--- config.mk ---
export PLATFORM = sky130hd
export DESIGN_NAME = rmd_top
export DESIGN_NICKNAME = d
export VERILOG_FILES = /design/src/hw/rmd_pkg.sv /design/src/hw/rmd_top.sv
export VERILOG_INCLUDE_DIRS = /design/src /design/src/hw
export SDC_FILE = /design/constraint.sdc
export NUM_CORES = 1
export LEC_CHECK = 0
export BUFFER_PORTS_ARGS = -buffer_cell sky130_fd_sc_hd__buf_2
export CAP_MARGIN = 20
export CORE_ASPECT_RATIO = 1.5
export CORE_UTILIZATION = 55
export DETAILED_ROUTE_END_ITERATION = 7
export PLACE_DENSITY = 0.84
export SLEW_MARGIN = 20
export SYNTH_ARGS = -nofsm -noshare
export SYNTH_HDL_FRONTEND = slang
export SYNTH_SLANG_ARGS = --single-unit
--- constraint.sdc ---
create_clock -name sys_clk_i -period 7.2 [get_ports sys_clk_i]
set_input_delay 0.36 -clock sys_clk_i [delete_from_list [all_inputs] [get_ports sys_clk_i]]
set_output_delay 0.36 -clock sys_clk_i [all_outputs]
set_load 0.01 [all_outputs]
--- src/hw/rmd_defs.svh ---
// Constants of the remote module diagnostics block.
// Assumes a 20 MHz system clock; included by bare name.
`ifndef RMD_DEFS_SVH
`define RMD_DEFS_SVH
`define RMD_CLK_HZ 20000000
`define RMD_DISP_S 3
`define RMD_HOLD_S 10
`define RMD_FLASH_MS 250
`define RMD_NCH 8
`define RMD_OVL_POS 4
`define RMD_ERR_OVL 8'h04
`define RMD_ERR_DROP 8'h0F
`define RMD_OFS_STATUS 8'h00
`define RMD_OFS_ABORT 8'h04
`define RMD_OFS_FLAGS 8'h08
`define RMD_OFS_ACK 8'h0C
`define RMD_OFS_ERRNUM 8'h10
`define RMD_OFS_DEVTYPE 8'h14
`define RMD_OFS_GROUP 8'h18
`define RMD_OFS_CHAN 8'h1C
`define RMD_OFS_REMOTE 8'h20
`define RMD_RST_ABORT 16'h0000
`endif

--- src/hw/rmd_pkg.sv ---
// Types of the remote module diagnostics block.
// Assumes the constants header is compiled alongside.
package rmd_pkg;
    // One diagnostic report arriving at the master
    typedef struct packed {
        logic [7:0] err_num;  // Error number
        logic [7:0] dev_type; // Device type code
        logic [7:0] group;    // Group number or module address
        logic [7:0] chan;     // Channel number
    } rmd_diag_t;
    // Test button sequence states, one-hot
    typedef enum logic [4:0] {
        RMD_IDLE = 5'h01,
        RMD_SEL  = 5'h02,
        RMD_DIAG = 5'h04,
        RMD_LAMP = 5'h08,
        RMD_DIL  = 5'h10
    } rmd_state_t;
endpackage : rmd_pkg

--- src/hw/rmd_top.sv ---
// Remote module diagnostics and the matching master error bookkeeping.
// Assumes button and switch pins are asynchronous; all other inputs
// come from logic on sys_clk_i. Registers sit on a plain strobe port.
//
// Decided for this implementation: the address-and-strobe port and the placing of the registers.
`timescale 1ns/1ns
`include "rmd_defs.svh"

module rmd_top #(
    parameter int unsigned DISP_CYC = `RMD_DISP_S * `RMD_CLK_HZ,  // Display time
    parameter int unsigned HOLD_CYC = `RMD_HOLD_S * `RMD_CLK_HZ,  // Long press
    parameter int unsigned FLASH_CYC = `RMD_FLASH_MS * (`RMD_CLK_HZ / 1000) // Half blink
) (
    input wire logic sys_clk_i,              // System clock
    input wire logic sys_rst_i,              // Async reset, high
    input wire logic [7:0] reg_addr_i,       // Register byte address
    input wire logic [31:0] reg_wdata_i,     // Write data
    input wire logic reg_wr_i,               // Write strobe
    input wire logic reg_rd_i,               // Read strobe
    output logic [31:0] reg_rdata_o,         // Read data, next cycle
    input wire logic test_btn_i,             // Test button pin, high pressed
    input wire logic [7:0] dil_sw_i,         // Switch pins, bit n is switch n+1
    input wire logic comm_ok_i,              // Bus traffic with master running
    input wire logic [7:0] ch_ovl_i,         // Per-channel overload level
    input wire logic self_done_i,            // Self test finished
    input wire logic self_pass_i,            // Self test result
    output logic err_led_o,                  // Module error lamp
    output logic [7:0] leds_o,               // Module channel lamps
    output logic bus_en_o,                   // Module may join bus traffic
    output logic outputs_off_o,              // Force analog outputs off
    input wire logic diag_vld_i,             // Diagnostic report pulse
    input wire rmd_pkg::rmd_diag_t diag_i,   // Diagnostic report
    input wire logic drop_vld_i,             // Module dropped pulse
    input wire logic [7:0] drop_type_i,      // Dropped module type code
    input wire logic [7:0] drop_addr_i,      // Dropped module address
    input wire logic bus_proc_ok_i,          // Bus processor active
    input wire logic serial_ok_i,            // Master bus interfacing works
    input wire logic class2_err_i,           // Class 2 error present
    input wire logic dt_valid_i,             // Date and time valid
    input wire logic batt_ok_i,              // Battery present
    input wire logic [7:0] mod_count_i,      // Modules currently found
    input wire logic direct_ovl_i,           // Direct output overloaded
    output logic bus_act_led_o,              // Bus processor active lamp
    output logic bus_fault_indicator_o,      // Bus error lamp
    output logic remote_fault_indicator_o,   // Remote unit error lamp
    output logic serial_interface_fault_indicator_o, // Serial error lamp
    output logic light_err_led_o,            // Light error lamp
    output logic ovl_led_o,                  // Red overload lamp
    output logic prog_run_o,                 // Program and bus keep running
    output logic [15:0] status_o             // Master status word
);
    // Terminal counts, each cut to the width of the counter that meets it
    // The counter widths hold the full display, hold and blink times at 20 MHz
    localparam logic [25:0] DISP_W = 26'(DISP_CYC - 1);
    localparam logic [27:0] HOLD_W = 28'(HOLD_CYC - 1);
    localparam logic [22:0] FLASH_W = 23'(FLASH_CYC - 1);
    localparam logic [2:0] LAST_CH = 3'(`RMD_NCH - 1);

    // Pin synchronisers, three stages
    logic [8:0] s1_ff, s2_ff, s3_ff;  // Button and switches
    logic [8:0] filt_ff;              // Filtered pin levels
    logic btn_prev_ff;                // Button one cycle ago

    // Remote module state
    rmd_pkg::rmd_state_t st_ff, nxt_st;  // Test sequence state
    logic [2:0] ch_ff, nxt_ch;           // Selected channel
    logic [25:0] disp_ff, nxt_disp;      // Display timer
    logic [27:0] hold_ff;                // Press duration
    logic [22:0] flash_cnt_ff;           // Blink divider
    logic flash_ff;                      // Blink phase
    logic [7:0] store_ff;                // Stored channel errors
    logic self_fail_ff;                  // Self test failed
    logic self_seen_ff;                  // Self test finished

    // Master state
    logic sum_ff, warn_ff, light_ff;     // Error flags
    rmd_pkg::rmd_diag_t words_ff;        // Error words
    logic [15:0] abort_ff;               // Abort-on-light-error constant
    logic [7:0] peak_ff;                 // Peak module count
    logic [31:0] rdata_ff;               // Read data

    // Decoded events
    // Button edges are taken from the filtered level, so bounce is already gone
    wire btn = filt_ff[8];
    wire [7:0] dil = filt_ff[7:0];
    wire press = btn & ~btn_prev_ff;
    wire release_ev = ~btn & btn_prev_ff;
    wire disp_end = (disp_ff == DISP_W);
    wire long_clr = btn & (hold_ff == HOLD_W);
    // Register strobes that change state
    wire wr_ack = reg_wr_i & (reg_addr_i == `RMD_OFS_ACK) & reg_wdata_i[0];
    wire wr_abort = reg_wr_i & (reg_addr_i == `RMD_OFS_ABORT);
    wire rem_clr = long_clr | wr_ack;
    // Bus presence of the module and a summary of its stored faults
    wire on_bus = self_seen_ff & ~self_fail_ff;
    wire comm_up = comm_ok_i & on_bus;
    wire any_err = |store_ff;

    // Synchroniser chain; a level counts once stages two and three agree
    always_ff @(posedge sys_clk_i or posedge sys_rst_i) begin
        if (sys_rst_i) begin
            s1_ff <= 9'h000;
            s2_ff <= 9'h000;
            s3_ff <= 9'h000;
        end else begin
            s1_ff <= {test_btn_i, dil_sw_i};
            s2_ff <= s1_ff;
            s3_ff <= s2_ff;
        end
    end

    // Per-bit filter on agreeing stages; a bit whose stages differ keeps its level
    wire [8:0] nxt_filt;  // Filter next value
    genvar gi;
    generate
        for (gi = 0; gi < 9; gi++) begin : g_filt
            // A level still settling in the chain is not taken yet
            assign nxt_filt[gi] = (s2_ff[gi] == s3_ff[gi]) ? s3_ff[gi] : filt_ff[gi];
        end
    endgenerate

    // Filtered pin levels, written by one process only
    always_ff @(posedge sys_clk_i or posedge sys_rst_i) begin
        if (sys_rst_i) begin
            filt_ff <= 9'h000;
        end else begin
            filt_ff <= nxt_filt;
        end
    end

    // Button edge history
    always_ff @(posedge sys_clk_i or posedge sys_rst_i) begin
        if (sys_rst_i) begin
            btn_prev_ff <= 1'b0;
        end else begin
            btn_prev_ff <= btn;
        end
    end

    // Press duration, saturates so the clear fires once per hold
    always_ff @(posedge sys_clk_i or posedge sys_rst_i) begin
        if (sys_rst_i) begin
            hold_ff <= 28'h0000000;
        end else if (!btn) begin
            hold_ff <= 28'h0000000;
        end else if (hold_ff <= HOLD_W) begin
            hold_ff <= hold_ff + 28'h0000001;
        end
    end

    // Blink divider for selection and bus-down flashing
    always_ff @(posedge sys_clk_i or posedge sys_rst_i) begin
        if (sys_rst_i) begin
            flash_cnt_ff <= 23'h000000;
            flash_ff <= 1'b0;
        end else if (flash_cnt_ff == FLASH_W) begin
            flash_cnt_ff <= 23'h000000;
            flash_ff <= ~flash_ff;
        end else begin
            flash_cnt_ff <= flash_cnt_ff + 23'h000001;
        end
    end

    // Test button sequence, next state
    always_comb begin
        nxt_st = st_ff;
        nxt_ch = ch_ff;
        nxt_disp = 26'h0000000;
        case (st_ff)
            rmd_pkg::RMD_IDLE: begin
                if (press) begin
                    nxt_st = rmd_pkg::RMD_SEL;
                    nxt_ch = 3'h0;
                end
            end
            rmd_pkg::RMD_SEL: begin
                if (release_ev) begin
                    nxt_st = rmd_pkg::RMD_DIAG;
                end
            end
            rmd_pkg::RMD_DIAG: begin
                // A press outranks the display timeout in the same cycle
                nxt_disp = disp_ff + 26'h0000001;
                if (press && ch_ff == LAST_CH) begin
                    nxt_st = rmd_pkg::RMD_LAMP;
                end else if (press) begin
                    nxt_st = rmd_pkg::RMD_SEL;
                    nxt_ch = ch_ff + 3'h1;
                end else if (disp_end) begin
                    nxt_st = rmd_pkg::RMD_IDLE;
                end
            end
            rmd_pkg::RMD_LAMP: begin
                if (release_ev) begin
                    nxt_st = rmd_pkg::RMD_DIL;
                end
            end
            rmd_pkg::RMD_DIL: begin
                nxt_disp = disp_ff + 26'h0000001;
                if (press) begin
                    nxt_st = rmd_pkg::RMD_SEL;
                    nxt_ch = 3'h0;
                    nxt_disp = 26'h0000000;
                end else if (disp_end) begin
                    nxt_st = rmd_pkg::RMD_IDLE;
                end
            end
            default: begin
                nxt_st = rmd_pkg::RMD_IDLE;
                nxt_ch = 3'h0;
            end
        endcase
        if (nxt_st != st_ff) begin
            nxt_disp = 26'h0000000;  // Each display starts its own window
        end
    end

    // Test button sequence registers
    always_ff @(posedge sys_clk_i or posedge sys_rst_i) begin
        if (sys_rst_i) begin
            st_ff <= rmd_pkg::RMD_IDLE;
            ch_ff <= 3'h0;
            disp_ff <= 26'h0000000;
        end else begin
            st_ff <= nxt_st;
            ch_ff <= nxt_ch;
            disp_ff <= nxt_disp;
        end
    end

    // Stored channel errors; a new fault beats a clear in the same cycle
    always_ff @(posedge sys_clk_i or posedge sys_rst_i) begin
        if (sys_rst_i) begin
            store_ff <= 8'h00;
        end else begin
            store_ff <= (store_ff & ~{8{rem_clr}}) | ch_ovl_i;
        end
    end

    // Self test result, caught when the test reports done
    always_ff @(posedge sys_clk_i or posedge sys_rst_i) begin
        if (sys_rst_i) begin
            self_seen_ff <= 1'b0;
            self_fail_ff <= 1'b0;
        end else if (self_done_i && !self_seen_ff) begin
            self_seen_ff <= 1'b1;
            self_fail_ff <= ~self_pass_i;
        end
    end

    // Channel lamps by sequence state
    wire [7:0] sel_pat = 8'(flash_ff) << ch_ff;
    wire [7:0] diag_pat = 8'(store_ff[ch_ff]) << `RMD_OVL_POS;
    wire [7:0] lamp_pat = (st_ff == rmd_pkg::RMD_SEL) ? sel_pat :
                          (st_ff == rmd_pkg::RMD_DIAG) ? diag_pat :
                          (st_ff == rmd_pkg::RMD_LAMP) ? 8'hFF :
                          (st_ff == rmd_pkg::RMD_DIL) ? dil :
                          8'h00;

    // Module error lamp: self fail, then peripheral, then bus down
    // Self fail outranks all so a dead module never looks healthy
    wire err_lamp = self_fail_ff ? 1'b1 :
                    any_err ? 1'b1 :
                    !comm_up ? flash_ff :
                    1'b0;

    // Master flags; a new report beats an acknowledge in the same cycle
    // One acknowledge write clears all three flags together
    always_ff @(posedge sys_clk_i or posedge sys_rst_i) begin
        if (sys_rst_i) begin
            sum_ff <= 1'b0;
            warn_ff <= 1'b0;
            light_ff <= 1'b0;
        end else begin
            sum_ff <= (sum_ff & ~wr_ack) | diag_vld_i | drop_vld_i;
            warn_ff <= (warn_ff & ~wr_ack) | diag_vld_i;
            light_ff <= (light_ff & ~wr_ack) | drop_vld_i;
        end
    end

    // Error words, overwritten by each new error; a drop beats a report in the same cycle
    always_ff @(posedge sys_clk_i or posedge sys_rst_i) begin
        if (sys_rst_i) begin
            words_ff <= '0;
        end else if (drop_vld_i) begin
            words_ff <= {`RMD_ERR_DROP, drop_type_i, drop_addr_i, 8'h00};
        end else if (diag_vld_i) begin
            words_ff <= diag_i;
        end
    end

    // Abort constant and peak module count
    always_ff @(posedge sys_clk_i or posedge sys_rst_i) begin
        if (sys_rst_i) begin
            abort_ff <= `RMD_RST_ABORT;
            peak_ff <= 8'h00;
        end else begin
            if (wr_abort) begin
                abort_ff <= reg_wdata_i[15:0];
            end
            if (mod_count_i > peak_ff) begin
                peak_ff <= mod_count_i;
            end
        end
    end

    // Status word layout
    // Bit 1 stays zero; it only carries meaning on a slave unit
    wire [15:0] status = {peak_ff, 4'h0, batt_ok_i, dt_valid_i, 1'b0, ~class2_err_i};

    // Read data mux
    // Unmapped addresses read as zero
    wire [31:0] rd_mux =
        (reg_addr_i == `RMD_OFS_STATUS) ? {16'h0000, status} :
        (reg_addr_i == `RMD_OFS_ABORT) ? {16'h0000, abort_ff} :
        (reg_addr_i == `RMD_OFS_FLAGS) ? {29'h00000000, light_ff, warn_ff, sum_ff} :
        (reg_addr_i == `RMD_OFS_ERRNUM) ? {24'h000000, words_ff.err_num} :
        (reg_addr_i == `RMD_OFS_DEVTYPE) ? {24'h000000, words_ff.dev_type} :
        (reg_addr_i == `RMD_OFS_GROUP) ? {24'h000000, words_ff.group} :
        (reg_addr_i == `RMD_OFS_CHAN) ? {24'h000000, words_ff.chan} :
        (reg_addr_i == `RMD_OFS_REMOTE) ? {24'h000000, store_ff} :
        32'h00000000;

    // Read data stands only in the cycle after the strobe
    always_ff @(posedge sys_clk_i or posedge sys_rst_i) begin
        if (sys_rst_i) begin
            rdata_ff <= 32'h00000000;
        end else begin
            rdata_ff <= reg_rd_i ? rd_mux : 32'h00000000;
        end
    end

    // Outputs
    // Master lamps follow its flags; plain status inputs pass straight through, except serial_ok_i and class2_err_i, which are inverted
    assign reg_rdata_o = rdata_ff;
    assign leds_o = lamp_pat;
    assign err_led_o = err_lamp;
    assign bus_en_o = on_bus;
    assign outputs_off_o = ~comm_up;
    assign bus_act_led_o = bus_proc_ok_i;
    assign bus_fault_indicator_o = light_ff;
    assign remote_fault_indicator_o = warn_ff;
    assign serial_interface_fault_indicator_o = ~serial_ok_i;
    assign light_err_led_o = light_ff;
    assign ovl_led_o = direct_ovl_i;
    assign prog_run_o = ~(light_ff & (abort_ff != 16'h0000));
    assign status_o = status;
endmodule : rmd_top

==> qor.yml <==
logic_synthesis:
  synth_top_family_by_area: "simple AND/OR/NAND/NOR gates"
  ys_warn_count: 0
  synthXorXnorAreaFrac: 0.0403
  syn_inst: 996
  async_reset_ff_frac: 1.00
  synth-main-ff-cell: "dfrtp_1"
  ys_ff_latch: 208
  synth_cell_types: 72
  synth_fa_ha_area_frac: 0.0247
  synth_compound_area_frac: 0.128
  yosysSeqAreaShare: 0.509
  yosys.area_share.simple: 0.184
  synth_edf_count: 0
  muxShareOfSynthArea: 0.0672
  synth_area_mm2: 0.0102
  avgSynthCellArea_um2: 10.3
finish:
  drive_above_1_share: 0.209
  finalNonFillerCells: 1401
  syn_to_final_growth_pct: 16.7
  design_area_mm2: 0.0119
  nets: 1277
place:
  dpl-instance-area_mm2: 0.0110
  dp_slack_ns: 4.58
  gp_congestion: 0.938
  portBuffers: 152
  dp.cells: 1352
  dp_hpwl_um: 16900
pwr:
  internal-power_mw: 2.16
  p_leak_nw: 5.38
  p_clk_frac: 0.418
  swShare: 0.255
  p_sw_mw: 0.736
  pwr-share-seq: 0.446
  ir_drop_mv: 0.200
  comb_power_share: 0.136
  p_per_area_mw_per_mm2: 243
drt:
  route.vias.total: 8115
  drc: 0
  wire_per_inst_um: 17.3
  viasPerCell: 5.79
  drt-initial-drc-count: 496
  firstDrtPassIters: 5
  antenna_left: 0
  wirelength_um: 24200
die:
  dieArea_mm2: 0.0191
  ios: 194
  die_x_um: 113
  fp.dieH_um: 169
  fp-row-count: 60
  core_area_mm2: 0.0181
  start_util: 0.565
clocking:
  cts_buffer_depth: 3
  clock_sink_count: 208
  post_cts.repair.setup_buffers: 0
  clk_latency_ns: 0.50
  cts_tree: "done"
  clk_pin_slew_ns: 0.06
  cts_hold_buf: 9
  htreeDepth: 1
  cts_resized: 0
  cts_root_buf: "clkbuf_16"
  cts_made_buffers: 21
setup_path:
  crit_required_ns: 6.84
  cp-start-kind: "flop"
  crit_path_end_kind: "primary output"
  cpPeakStageDelay_ns: 0.57
  cp_top_family: "simple AND/OR/NAND/NOR gates"
  crit_type: "flop to primary output"
  cp_slowest_cell: "nor4b_1"
  cp_max_fo: 5
  cp_cell_sequence: "or2_2 > nor4b_1 > nand3b_1 > o31ai_1 > buf_2"
  path_buf_inv: 1
  crit_start: "st_ff[2]$_DFF_PP0_"
  cp-endpoint: "leds_o[0]"
  timing.rr.end: "ch_ff[0]$_DFFE_PP0P_"
  arrival_ns: 2.60
  r2r_cells: 5
  crit_cells: 5
  r2r_slack_ns: 4.54
  reg2reg_from: "filt_ff[8]$_DFFE_PP0N_"
global_routing:
  grt.total_usage: 0.257
  gr-total-overflow: 0
  grt_pass1_wl_um: 39200
  first_global_vias: 8049
  grt_antenna_before_repair: 3
  grt_max_degree: 139
run:
  cap_violations: 0
sta:
  slew_violations: 0
  final-setup-viol-count: 0
  finalCritPeriodShare: 0.411
  worstMarginPinSlew_ns: 1.03
  setup_slack_ns: 4.24
  hold_viol: 0
  rsz0062_at_grt: "no"
  fin_crit_ns: 2.96
  slew_headroom: 0.310
  clock.fmax_mhz: 338
  setup_tns_ns: 0
  fin_worst_skew_ns: 0.0107
worst_hold_path:
  hold_class: "input port to async pin"
status:
  status: "finished, final reports clean"
==> cell families after synthesis <==
logic type,after synthesis
AOI/OAI and AO/OA,188
xor gates and xnor gates,47
other,1
DFF,208
adders and majority gates,22
muxes,64
and+or+nand+nor,370
buffers and inverters,96
==> final cells by class <==
cell class / count / area (um2)
clock buffers: 26 / 584
fillers: 1401 / 6170
multi-input cells: 712 / 4640
repair buffers: 163 / 862
well taps: 248 / 310
flip-flops and latches: 208 / 5210
clock inverters: 11 / 186
diodes: 3 / 7.51
inverters: 30 / 120
==> worst reg2reg max path: stages (launching register included) <==
cell	delay, ns
dfrtp_1	1.02
inv_1	0.54
nor2_1	0.35
o21a_1	0.16
o21ai_0	0.17
mux2_2	0.31
==> flip-flops by register name, summed over array words and instances, names as in the netlist, 3 cells and up <==
signal        count
s3_ff             9
st_ff             5
store_ff          8
disp_ff          26
peak_ff           8
hold_ff          28
filt_ff           9
abort_ff         16
s1_ff             9
reg_rdata_o      16
s2_ff             9
flash_cnt_ff     23
words_ff         32
ch_ff             3
==> power groups by stage <==
stage	Sequential, mW	Clock (mW)	Combinational [mW]
after floorplan	1.30	0	0.272
after global placement	1.31	0	0.369
after detailed placement	1.31	0	0.384
after CTS	1.29	1.23	0.392
after global routing	1.30	1.28	0.437
final	1.29	1.21	0.393
==> synthesized netlist by cell type (11+ instances only) <==
library cell    n  area, um2
a21o_1         11       82.6
a21oi_1        39        195
a22oi_1        17        128
buf_4          26        195
clkbuf_1       31        116
dfrtp_1       207       5180
ha_1           13        163
inv_1          30        113
mux2_2         17        191
mux2i_1        45        450
nand2_1        84        315
nand2b_1       24        150
nand3_1        32        160
nand4_1        22        138
nor2_1         96        360
nor2b_1        11       68.8
nor3_1         15       75.1
nor4_1         17        106
o21ai_0        42        210
o31ai_1        13       97.6
or2_2          13       81.3
or4_1          12       90.1
xnor2_1        24        210
xor2_1         23        201
==> how the worst min path moves through the flow <==
| stage | from | end | slack, ns | cells after the start |
|---|---|---|---|---|
| after floorplan | s1_ff[0]$_DFF_PP0_ | s2_ff[0]$_DFF_PP0_ | 0.33 | 0 |
| after detailed placement | s1_ff[0]$_DFF_PP0_ | s2_ff[0]$_DFF_PP0_ | 0.33 | 0 |
| after global routing | ch_ovl_i[6] | store_ff[6]$_DFF_PP0_ | 0.04 | 2 |
| after CTS | ch_ovl_i[5] | store_ff[5]$_DFF_PP0_ | 0.03 | 2 |
| final | sys_rst_i | disp_ff[2]$_DFF_PP0_ | 0.006 | 2 |
| after global placement | s1_ff[5]$_DFF_PP0_ | s2_ff[5]$_DFF_PP0_ | 0.33 | 0 |
==> metal layers <==
layer | GRT usage | vias up | part of all wire
li1 | - | 3810 | -
met1 | 0.299 | 3955 | 0.38
met2 | 0.463 | 286 | 0.53
met3 | 0.0365 | 64 | 0.053
met4 | 0.121 | 0 | 0.038
met5 | 0 | - | 0
==> stage by stage <==
stage                     power, mW  utilization  hold WS (ns)
after CTS                      2.91        0.658        0.0313
after floorplan                1.57            -         0.331
after global routing           3.01        0.659        0.0393
final                          2.89        0.659       0.00570
after global placement         1.68        0.610         0.332
after detailed placement       1.69        0.610         0.335
==> placed cells by master, fill, tap and decap left out, types with 16 or more instances in the layout <==
cell / instances
dfrtp_1: 207
buf_2: 152
nor2_1: 96
nand2_1: 84
mux2i_1: 45
o21ai_0: 42
a21oi_1: 39
nand3_1: 32
inv_1: 29
nand2b_1: 24
xnor2_1: 24
xor2_1: 23
nand4_1: 22
conb_1: 21
clkbuf_16: 21
a22oi_1: 17
mux2_2: 17
nor4_1: 16
(Power assumes the default switching activity.)
